**src/dus_pkg.sv**
```systemverilog
package dus_pkg;

   // ----------------------------------------------------------------
   // widths
   // ----------------------------------------------------------------
   localparam int unsigned BYTE_WIDTH = 8;
   localparam int unsigned WORD_WIDTH = 12;
   localparam int unsigned CHAN_COUNT = 2;
   localparam int unsigned TIMER_COUNT = 3;

   // ----------------------------------------------------------------
   // register map: address within the special-register space, page
   // ----------------------------------------------------------------
   localparam logic [7:0] ADDR_DATA_LOW = 8'hd2;
   localparam logic [7:0] ADDR_DATA_HIGH = 8'hd3;
   localparam logic [7:0] ADDR_CONTROL = 8'hd4;
   localparam logic [7:0] PAGE_CONV_A = 8'h00;
   localparam logic [7:0] PAGE_CONV_B = 8'h01;

   // ----------------------------------------------------------------
   // control register fields
   // ----------------------------------------------------------------
   localparam int unsigned CTRL_ENABLE_BIT = 7;
   localparam int unsigned CTRL_MODE_MSB = 4;
   localparam int unsigned CTRL_MODE_LSB = 3;
   localparam int unsigned CTRL_FMT_MSB = 2;
   localparam int unsigned CTRL_FMT_LSB = 0;
   localparam logic [7:0] CTRL_WRITE_MASK = 8'h9f;

   // ----------------------------------------------------------------
   // reset values
   // ----------------------------------------------------------------
   localparam logic [7:0] RESET_BYTE = 8'h00;
   localparam logic [11:0] RESET_WORD = 12'h000;

   // ----------------------------------------------------------------
   // update modes and data formats
   // ----------------------------------------------------------------
   typedef enum logic [1:0] {
      MODE_ON_WRITE = 2'h0,
      MODE_TIMER3 = 2'h1,
      MODE_TIMER4 = 2'h2,
      MODE_TIMER2 = 2'h3
   } dus_mode_type;

   localparam logic [2:0] FMT_HIGH_NIBBLE = 3'h0;
   localparam logic [2:0] FMT_HIGH_FIVE = 3'h1;
   localparam logic [2:0] FMT_HIGH_SIX = 3'h2;
   localparam logic [2:0] FMT_HIGH_SEVEN = 3'h3;

   // timer pulse vector positions
   localparam int unsigned TMR2_IDX = 0;
   localparam int unsigned TMR3_IDX = 1;
   localparam int unsigned TMR4_IDX = 2;

   // ----------------------------------------------------------------
   // carriers
   // ----------------------------------------------------------------
   typedef struct packed {
      logic [7:0] addr;
      logic [7:0] page;
      logic write;
      logic read;
      logic [7:0] wdata;
   } dus_sfr_req_type;

   typedef struct packed {
      logic [7:0] data_low;
      logic [7:0] data_high;
      logic [7:0] control;
      logic [11:0] code;
   } dus_chan_view_type;

endpackage

```
**src/dus_channel.sv**
```systemverilog
`timescale 1ns/1ps
module dus_channel (
   // clock and reset
   input wire logic clk,
   input wire logic rst,
   // register writes
   input wire logic wr_low,
   input wire logic wr_high,
   input wire logic wr_control,
   input wire logic [7:0] wdata,
   // timer overflow pulses, one cycle each
   input wire logic [2:0] timer_pulse,
   // register contents and input latch
   output dus_pkg::dus_chan_view_type view
);

   logic [7:0] data_low;
   logic [7:0] data_high;
   logic [7:0] control;
   logic [11:0] code;
   logic [7:0] next_low;
   logic [7:0] next_high;
   logic [11:0] next_code;
   logic update;
   dus_pkg::dus_mode_type mode;

   // ----------------------------------------------------------------
   // held data and control
   // ----------------------------------------------------------------
   always_ff @(posedge clk) begin
      if (rst) begin
         data_low <= dus_pkg::RESET_BYTE;
         data_high <= dus_pkg::RESET_BYTE;
      end else begin
         data_low <= next_low;
         data_high <= next_high;
      end
   end

   always_ff @(posedge clk) begin
      if (rst) begin
         control <= dus_pkg::RESET_BYTE;
      end else if (wr_control) begin
         control <= wdata & dus_pkg::CTRL_WRITE_MASK;
      end
   end

   assign next_low = wr_low ? wdata : data_low;
   assign next_high = wr_high ? wdata : data_high;
   assign mode = dus_pkg::dus_mode_type'(control[dus_pkg::CTRL_MODE_MSB:dus_pkg::CTRL_MODE_LSB]);

   // ----------------------------------------------------------------
   // update event selection
   // ----------------------------------------------------------------
   always_comb begin
      update = 1'b0;
      unique case (mode)
         dus_pkg::MODE_ON_WRITE: begin
            update = wr_high;
         end
         dus_pkg::MODE_TIMER3: begin
            update = timer_pulse[dus_pkg::TMR3_IDX];
         end
         dus_pkg::MODE_TIMER4: begin
            update = timer_pulse[dus_pkg::TMR4_IDX];
         end
         dus_pkg::MODE_TIMER2: begin
            update = timer_pulse[dus_pkg::TMR2_IDX];
         end
      endcase
   end

   dus_format u_format (
      .data_high(next_high),
      .data_low(next_low),
      .data_format(control[dus_pkg::CTRL_FMT_MSB:dus_pkg::CTRL_FMT_LSB]),
      .word(next_code)
   );

   // ----------------------------------------------------------------
   // converter input latch
   // ----------------------------------------------------------------
   always_ff @(posedge clk) begin
      if (rst) begin
         code <= dus_pkg::RESET_WORD;
      end else if (update) begin
         code <= next_code;
      end
   end

   assign view = '{data_low: data_low, data_high: data_high, control: control, code: code};

endmodule

```
**src/dus_format.sv**
```systemverilog
`timescale 1ns/1ps
module dus_format (
   // held data bytes and format select
   input wire logic [7:0] data_high,
   input wire logic [7:0] data_low,
   input wire logic [2:0] data_format,
   // assembled converter word
   output logic [11:0] word
);

   always_comb begin
      word = dus_pkg::RESET_WORD;
      casez (data_format)
         dus_pkg::FMT_HIGH_NIBBLE: begin
            word = {data_high[3:0], data_low};
         end
         dus_pkg::FMT_HIGH_FIVE: begin
            word = {data_high[4:0], data_low[7:1]};
         end
         dus_pkg::FMT_HIGH_SIX: begin
            word = {data_high[5:0], data_low[7:2]};
         end
         dus_pkg::FMT_HIGH_SEVEN: begin
            word = {data_high[6:0], data_low[7:3]};
         end
         default: begin
            // top format bit set
            word = {data_high, data_low[7:4]};
         end
      endcase
   end

endmodule

```
**src/dus_top.sv**
```systemverilog
// Summary of operation
// - mode 00 latches word on high write
// - low write alone only held in mode 00
// - modes 01/10/11 pick timer 3/4/2
// - timer modes hold writes, copy on overflow
// - format 000: high[3:0] and whole low
// - format 001: high[4:0] and low[7:1]
// - format 010: high[5:0] and low[7:2]
// - format 011: high[6:0] and low[7:3]
// - format 1xx: whole high and low[7:4]
// - enable bit drives pin, else shutdown
// - control bits 6:5 read zero, ignore writes
// - second converter identical, own registers
// - second converter selected on page one
// - readable writable low and high bytes
`timescale 1ns/1ps
module dus_top (
   // clock and reset
   input wire logic clk,
   input wire logic rst,
   // special-register access
   input wire logic [7:0] sfr_addr,
   input wire logic [7:0] sfr_page,
   input wire logic sfr_write,
   input wire logic sfr_read,
   input wire logic [7:0] sfr_wdata,
   output logic [7:0] sfr_rdata,
   output logic sfr_rdata_valid,
   // timer overflow strobes from on-chip timers
   input wire logic timer2_overflow,
   input wire logic timer3_overflow,
   input wire logic timer4_overflow,
   // converter a
   output logic [11:0] conv_a_code,
   output logic conv_a_output_enable,
   output logic conv_a_shutdown,
   // converter b
   output logic [11:0] conv_b_code,
   output logic conv_b_output_enable,
   output logic conv_b_shutdown
);

   localparam logic [7:0] CHAN_PAGE [dus_pkg::CHAN_COUNT] = '{
      dus_pkg::PAGE_CONV_A,
      dus_pkg::PAGE_CONV_B
   };

   dus_pkg::dus_sfr_req_type req;
   logic [2:0] timer_raw;
   logic [2:0] timer_prev;
   logic [2:0] timer_pulse;
   logic [dus_pkg::CHAN_COUNT-1:0] page_hit;
   logic [dus_pkg::CHAN_COUNT-1:0] wr_low;
   logic [dus_pkg::CHAN_COUNT-1:0] wr_high;
   logic [dus_pkg::CHAN_COUNT-1:0] wr_control;
   dus_pkg::dus_chan_view_type view [dus_pkg::CHAN_COUNT];
   logic [7:0] next_rdata;

   // ----------------------------------------------------------------
   // elaboration checks
   // ----------------------------------------------------------------
   if (dus_pkg::TIMER_COUNT != $bits(timer_raw) ||
       dus_pkg::CHAN_COUNT != $bits({conv_a_shutdown, conv_b_shutdown})) begin : g_bad_size
      $error("package counts do not match the timer and converter ports");
   end

   assign req = '{addr: sfr_addr, page: sfr_page, write: sfr_write,
                  read: sfr_read, wdata: sfr_wdata};

   // ----------------------------------------------------------------
   // timer overflow edge detection
   // ----------------------------------------------------------------
   assign timer_raw[dus_pkg::TMR2_IDX] = timer2_overflow;
   assign timer_raw[dus_pkg::TMR3_IDX] = timer3_overflow;
   assign timer_raw[dus_pkg::TMR4_IDX] = timer4_overflow;

   genvar t;
   generate
      for (t = 0; t < dus_pkg::TIMER_COUNT; t++) begin : g_timer
         always_ff @(posedge clk) begin
            if (rst) begin
               timer_prev[t] <= 1'b0;
               timer_pulse[t] <= 1'b0;
            end else begin
               timer_prev[t] <= timer_raw[t];
               // one pulse per rising edge of the strobe
               timer_pulse[t] <= timer_raw[t] & ~timer_prev[t];
            end
         end
      end
   endgenerate

   // ----------------------------------------------------------------
   // converter channels
   // ----------------------------------------------------------------
   genvar c;
   generate
      for (c = 0; c < dus_pkg::CHAN_COUNT; c++) begin : g_chan
         assign page_hit[c] = (req.page == CHAN_PAGE[c]);
         assign wr_low[c] = req.write & page_hit[c] & (req.addr == dus_pkg::ADDR_DATA_LOW);
         assign wr_high[c] = req.write & page_hit[c] & (req.addr == dus_pkg::ADDR_DATA_HIGH);
         assign wr_control[c] = req.write & page_hit[c] & (req.addr == dus_pkg::ADDR_CONTROL);

         // identical logic per converter
         dus_channel u_chan (
            .clk(clk),
            .rst(rst),
            .wr_low(wr_low[c]),
            .wr_high(wr_high[c]),
            .wr_control(wr_control[c]),
            .wdata(req.wdata),
            .timer_pulse(timer_pulse),
            .view(view[c])
         );
      end
   endgenerate

   // ----------------------------------------------------------------
   // read data
   // ----------------------------------------------------------------
   always_comb begin
      next_rdata = dus_pkg::RESET_BYTE;
      for (int i = 0; i < dus_pkg::CHAN_COUNT; i++) begin
         if (page_hit[i]) begin
            if (req.addr == dus_pkg::ADDR_DATA_LOW) begin
               next_rdata = view[i].data_low;
            end else if (req.addr == dus_pkg::ADDR_DATA_HIGH) begin
               next_rdata = view[i].data_high;
            end else if (req.addr == dus_pkg::ADDR_CONTROL) begin
               next_rdata = view[i].control;
            end
         end
      end
   end

   always_ff @(posedge clk) begin
      if (rst) begin
         sfr_rdata <= dus_pkg::RESET_BYTE;
         sfr_rdata_valid <= 1'b0;
      end else begin
         sfr_rdata <= req.read ? next_rdata : dus_pkg::RESET_BYTE;
         sfr_rdata_valid <= req.read;
      end
   end

   // ----------------------------------------------------------------
   // converter outputs
   // ----------------------------------------------------------------
   assign conv_a_code = view[0].code;
   assign conv_b_code = view[1].code;

   always_ff @(posedge clk) begin
      if (rst) begin
         conv_a_output_enable <= 1'b0;
         conv_a_shutdown <= 1'b1;
         conv_b_output_enable <= 1'b0;
         conv_b_shutdown <= 1'b1;
      end else begin
         conv_a_output_enable <= view[0].control[dus_pkg::CTRL_ENABLE_BIT];
         conv_a_shutdown <= ~view[0].control[dus_pkg::CTRL_ENABLE_BIT];
         conv_b_output_enable <= view[1].control[dus_pkg::CTRL_ENABLE_BIT];
         conv_b_shutdown <= ~view[1].control[dus_pkg::CTRL_ENABLE_BIT];
      end
   end

endmodule

```
**config.mk**
```make
export PLATFORM = sky130hd
export DESIGN_NAME = dus_top
export DESIGN_NICKNAME = d
export VERILOG_FILES = /design/src/dus_pkg.sv /design/src/dus_channel.sv /design/src/dus_format.sv /design/src/dus_top.sv
export SDC_FILE = /design/constraint.sdc
export NUM_CORES = 1
export LEC_CHECK = 0
export BUFFER_PORTS_ARGS = -buffer_cell sky130_fd_sc_hd__buf_2
export CORE_MARGIN = 5
export CORE_UTILIZATION = 50
export DETAILED_ROUTE_END_ITERATION = 12
export PLACE_DENSITY = 0.71
export SETUP_SLACK_MARGIN = 0.3
export SLEW_MARGIN = 5
export SYNTH_ARGS = -nofsm -noshare
export SYNTH_HDL_FRONTEND = slang
export SYNTH_SLANG_ARGS = --single-unit
```
**constraint.sdc**
```tcl
create_clock -name clk -period 3.12 [get_ports clk]
set_input_delay 0.156 -clock clk [delete_from_list [all_inputs] [get_ports clk]]
set_output_delay 0.156 -clock clk [all_outputs]
set_load 0.1 [all_outputs]
```
Word-level counts from Yosys, hierarchy flattened

Index checks and enable logic that the tools add are counted.

Register bits: 87
Input port bits: 31
Word-level logic and storage cells: 75

Equality and inequality tests: 16
Multiplexer cells: 16
Bitwise gates (word level): 17
Reduce and logical (&&, ||, !) cells: 6

Operators by type and width:

| cell                 | number |
|---|---|
| $mux W8              | 12 |
| $pmux W12 S4         | 2 |
| $eq A8 B8 Y1 const B | 3 |
| $eq A3 B2 Y1 const B | 4 |
| $and A1 B1 Y1        | 11 |
| $eq A2 B2 Y1 const B | 4 |
| $eq A8 B1 Y1 const B | 1 |
| $logic_not A8 Y1     | 1 |
| $pmux W1 S4          | 2 |
| $eq A3 B1 Y1 const B | 2 |
| $logic_not A3 Y1     | 2 |
| $not A1 Y1           | 6 |
| $eq A2 B1 Y1 const B | 2 |
| $logic_not A2 Y1     | 2 |
| $reduce_or A2 Y1     | 1 |

Depth between registers and ports, before layout

Word-level depth: 9
Depth in mapped cells: 10
Gate-level depth less buffers: 6

Cells and area by module

Synthesis repeated with hierarchy kept, for this count alone.

Cells, all modules: 443
Area total of the unflattened synthesis: 4324.1 µm²

Modules (own cells, without submodules):

| module      | times used | cells an instance | area an instance (µm²) |
|---|---|---|---|
| dus_channel | 2          | 113               | 1291.2 |
| dus_top     | 1          | 127               | 1026.0 |
| dus_format  | 2          | 45                | 357.8 |

Least setup slack after synthesis

OpenSTA, ideal clock, no wires.

Path kind: input port to flip-flop
From: in sfr_page[5]
To: reg g_chan[0].u_chan.code[10]
Setup time: 122 ps
Data arrival time: 1927 ps
Required time: 2998 ps
Slack: 1071 ps
Cell stages on the path: 6
Path through: nor4_2 -> nand3_2 -> nor2_4 -> mux4_2 -> a22o_1 -> a221o_1

Cells in the longest elaborated chain, start to end: 5
Elaborated cells between the ends (all ways): 6
Classes of those cells: 3 x mux; 2 x bitwise; 1 x reduce/logical

Ends and longest elaborated chain:

| item                           | RTL line          | source |
|---|---|---|
| start: declaration             | dus_top.sv:23     | `input wire logic [7:0] sfr_page,` |
| $logic_not A8 Y1 (*)           | dus_top.sv:99     | `assign page_hit[c] = (req.page == CHAN_PAGE[c]);` |
| $and A1 B1 Y1 (*) (2 in a row) | dus_top.sv:101    | `assign wr_high[c] = req.write & page_hit[c] & (req.addr == dus_pkg::ADDR_DATA_HIGH);` |
| $mux W8                        | dus_channel.sv:49 | `assign next_high = wr_high ? wdata : data_high;` |
| $pmux W12 S4                   | dus_format.sv:13  | `casez (data_format)` |
| end signal: assignment         | dus_channel.sv:85 | `code <= dus_pkg::RESET_WORD;` |
| end signal: assignment         | dus_channel.sv:87 | `code <= next_code;` |
| end: declaration               | dus_channel.sv:20 | `logic [11:0] code;` |

Mark *: on every way between the ends. The rest lies on a longest branch, timed or not.
A chain may end at the register's enable or synchronous reset.

Worst setup path in the final report

From: reg g_chan[1].u_chan.control[1]
To: reg g_chan[1].u_chan.code[1]

Cells in the longest elaborated chain, start to end: 2
Elaborated cells between the ends (all ways): 5
Classes of those cells: 3 x eq/ne; 1 x mux; 1 x reduce/logical

Ends and longest elaborated chain:

| item                                       | RTL line          | source |
|---|---|---|
| start: declaration                         | dus_channel.sv:19 | `logic [7:0] control;` |
| start signal: assignment                   | dus_channel.sv:42 | `control <= dus_pkg::RESET_BYTE;` |
| start signal: assignment                   | dus_channel.sv:44 | `control <= wdata & dus_pkg::CTRL_WRITE_MASK;` |
| $eq A3 B2 Y1, or another cell as far along | dus_format.sv:13  |  |
| $pmux W12 S4 (*)                           | dus_format.sv:13  |  |
| end signal: assignment                     | dus_channel.sv:85 |  |
| end signal: assignment                     | dus_channel.sv:87 |  |
| end: declaration                           | dus_channel.sv:20 |  |

Marked as above.

==> metrics.yaml <==
hold_viol: 0
cts_repair_resize_count: 0
combPwrFrac: 0.055
fmax_mhz: 399.2
power.share.sequential: 0.530
cts_tree: "yes"
gp_congestion: 0.9648
h-tree-depth: 3
worst_slew_pin_slew_ns: 0.9821
synth_fa_ha_area_frac: 0
grt_pass1_vias: 4077
finalCritPeriodShare: 0.8030
synth_edf_count: 0
slew_headroom: 0.3444
syn_avg_cell_area_um2: 9.270
cts_setup_buffers: 0
layout-drive-gt1-share: 0.2518
muxShareOfSynthArea: 0.1909
synth_top_family_by_area: "simple AND/OR/NAND/NOR gates"
cp-startpoint: "g_chan[1].u_chan.control[1]"
dr_wl_met2_um: 5887
vias: 4424
ys_ff_latch: 87
setup_viol: 0
syn_inst: 514
p_per_area_nw_per_um2: 392.2
grt_pass1_wl_um: 22070
p_leak_nw: 1.950
min-delay-start: "timer2_overflow"
synth_top_area_frac: 0.3655
synth_flop_cell: "dfxtp_1"
yosysTopAreaCell: "dfxtp_1"
die_w_um: 107.6
grt_antenna_before_repair: 0
drt_iter0_markers: 599
clock_path_buffers: 2
viasPerCell: 6.384
routed.top_layer: "met4"
drt-total-wl_um: 13980
fin_nets: 590
fin_tns_setup_ns: 0
wl_met1_um: 6116
grt_start_max_net_pins: 46
rsz0062_at_grt: "no"
vdd_drop_max_mv: 0.2170
start_util: 0.5132
synth_cell_type_count: 69
cp_data_arrival_time_ns: 2.77
hold_buffers: 0
area.growth.synth_to_final_pct: 12.71
first_pass_iters: 8
dp.cells: 677
dp_hpwl_um: 10180
numClockSinks: 87
cts.clk_slew.worst_paths_ns: 0.10
synth-compound-area-share: 0.1972
period_needed_ns: 2.505
crit_required_ns: 3.39
synth_fp_nets: 545
numCtsBuffers: 9
rows: 35
cp_max_fo: 21
reg2reg_from: "g_chan[1].u_chan.control[1]"
wl_met3_um: 1606
synth-xor-area-share: 0
synth_seq_area_share: 0.3655
worstSetupEndpointType: "register"
maxCapViolCount: 0
grt_overflow: 0
power.share.switching: 0.2384
p_int_mw: 1.604
switchingPower_mw: 0.5022
status: "finished, final reports clean"
root_buffer: "clkbuf_8"
async_flop_share: 0
cp-start-kind: "register"
core_area_um2: 9284
syn_area_um2: 4765
fillCellCount: 862
post_drt_wl_per_cell_um: 20.17
post_layout_nonfiller_instances: 693
antenna_cells: 0
die_y_um: 107.6
pwr-share-clk: 0.415
synth-simple-area-share: 0.1998
track_usage: 0.2459
crit_type: "register to register"
ant_nets: 0
dieArea_um2: 11580
yosysWarnings: 0
finClkSkew_ns: 0.01568
io_buffers: 67
drc: 0
drv_slew: 0
io_pins: 68
worstSkewPairLatency_ns: 0.36
hold_class: "primary input to register"
synthTopCellsByArea: "dfxtp_1 37%, mux2i_1 9.9%, mux4_2 7.6%, nor2_1 4.5%, nand2_1 3.4%"
==> synth_stat cells, drive strengths merged (4+ instances only) <==
cell type and number:
inv 7, mux2i 47, nand3 28, a222oi 12
mux2 7, nor2b 10, o31ai 6, or2 4
mux4 16, nor3 11, a311oi 4, nand2b 5
clkbuf 28, a21o 5, nor2 62, a31oi 4
a22oi 4, a21oi 19, nand2 46, a211oi 13
a32o 4, buf 14, dfxtp 87, o21ai 17
o22a 6
==> power groups by stage <==
stage,clock network [mW],registers (mW),logic [mW]
finish,0.874,1.12,0.116
global route,0.952,1.12,0.124
CTS,0.892,1.12,0.114
detailed placement,0,1.14,0.114
global placement,0,1.14,0.112
floorplan,0,1.15,0.0601
==> kinds of logic (layout without fill, tap and decap cells) <==
logic type             Yosys count  count (layout)
DFF                             87              87
buffers and inverters           50             100
AOI/OAI and AO/OA              123             123
and+or+nand+nor                184             184
muxes                           70              70
==> through the flow <==
stage               hold slack (ns)  cell area, um^2  utilization  setup WS (ns)  power, mW
detailed placement           0.3725             5150       0.5547         0.4436      1.256
global placement             0.3712             5150       0.5547         0.5331      1.254
global route                0.04434             5370       0.5784         0.4516      2.192
finish                      0.04992             5370       0.5784         0.6147      2.106
floorplan                    0.2867             4765            -          1.071      1.207
CTS                         0.03855             5370       0.5784         0.7213      2.122
==> worst paths after layout <==
| path | slack (ns) | depth (start not counted) | endpoint |
|---|---|---|---|
| setup / recovery | 0.61 | 6 | g_chan[1].u_chan.code[1] |
| hold reg to reg | 0.38 | 1 | timer_pulse[2] |
| setup reg to reg | 0.61 | 6 | g_chan[1].u_chan.code[1] |
| hold / removal | 0.05 | 2 | timer_prev[0] |
==> metal layers <==
layer  vias up  global-route usage
met5         -                   0
met4         0             0.08025
met3        32             0.07019
met2       260              0.3481
met1      2106              0.3577
li1       2026                   -
==> worst max-delay path: stages, from the launching register on <==
cell      delay, ns
dfxtp_1        0.97
inv_1          0.29
a21boi_0       0.44
nor3_1         0.08
o21ai_0        0.22
o211ai_1       0.15
a32o_1         0.27
==> registers in the layout (all words and copies together), names as in the netlist <==
| signal | cells |
|---|---|
| conv_a_output_enable | 1 |
| conv_a_shutdown | 1 |
| conv_b_output_enable | 1 |
| conv_b_shutdown | 1 |
| g_chan.u_chan.code | 24 |
| g_chan.u_chan.control | 12 |
| g_chan.u_chan.data_high | 16 |
| g_chan.u_chan.data_low | 16 |
| sfr_rdata | 8 |
| sfr_rdata_valid | 1 |
| timer_prev | 3 |
| timer_pulse | 3 |
==> cells in the final DEF (no fill, tap or decap), types with 3 or more instances in the layout <==
cell	instances
nor2_4	3
mux4_2	16
nand2_1	43
a311oi_1	4
nand2b_1	5
nor2b_1	10
a21o_1	5
nor2_1	57
mux2i_1	47
a32o_1	4
a22o_1	3
o22a_1	6
dfxtp_1	87
a22oi_1	4
o21ai_0	16
mux2_2	7
a21oi_1	19
buf_4	9
nor3_2	3
clkbuf_8	9
o2bb2ai_1	3
a211oi_1	13
nor3_1	8
a31oi_1	3
nand3_1	27
a222oi_1	12
and2_1	3
inv_1	7
o31ai_1	6
buf_2	67
==> area by class of cell <==
| class | instances | area, um^2 | share of cell area |
|---|---|---|---|
| flip-flops and latches | 87 | 1742 | 0.3243 |
| clock buffers | 9 | 123.9 | 0.02307 |
| multi-input cells | 377 | 2814 | 0.5240 |
| repair buffers | 76 | 402.9 | 0.07502 |
| inverters | 8 | 30.03 | 0.005592 |
| clock inverters | 7 | 96.34 | 0.01794 |
| well taps | 129 | 161.4 | 0.03006 |
(Power assumes the default switching activity.)
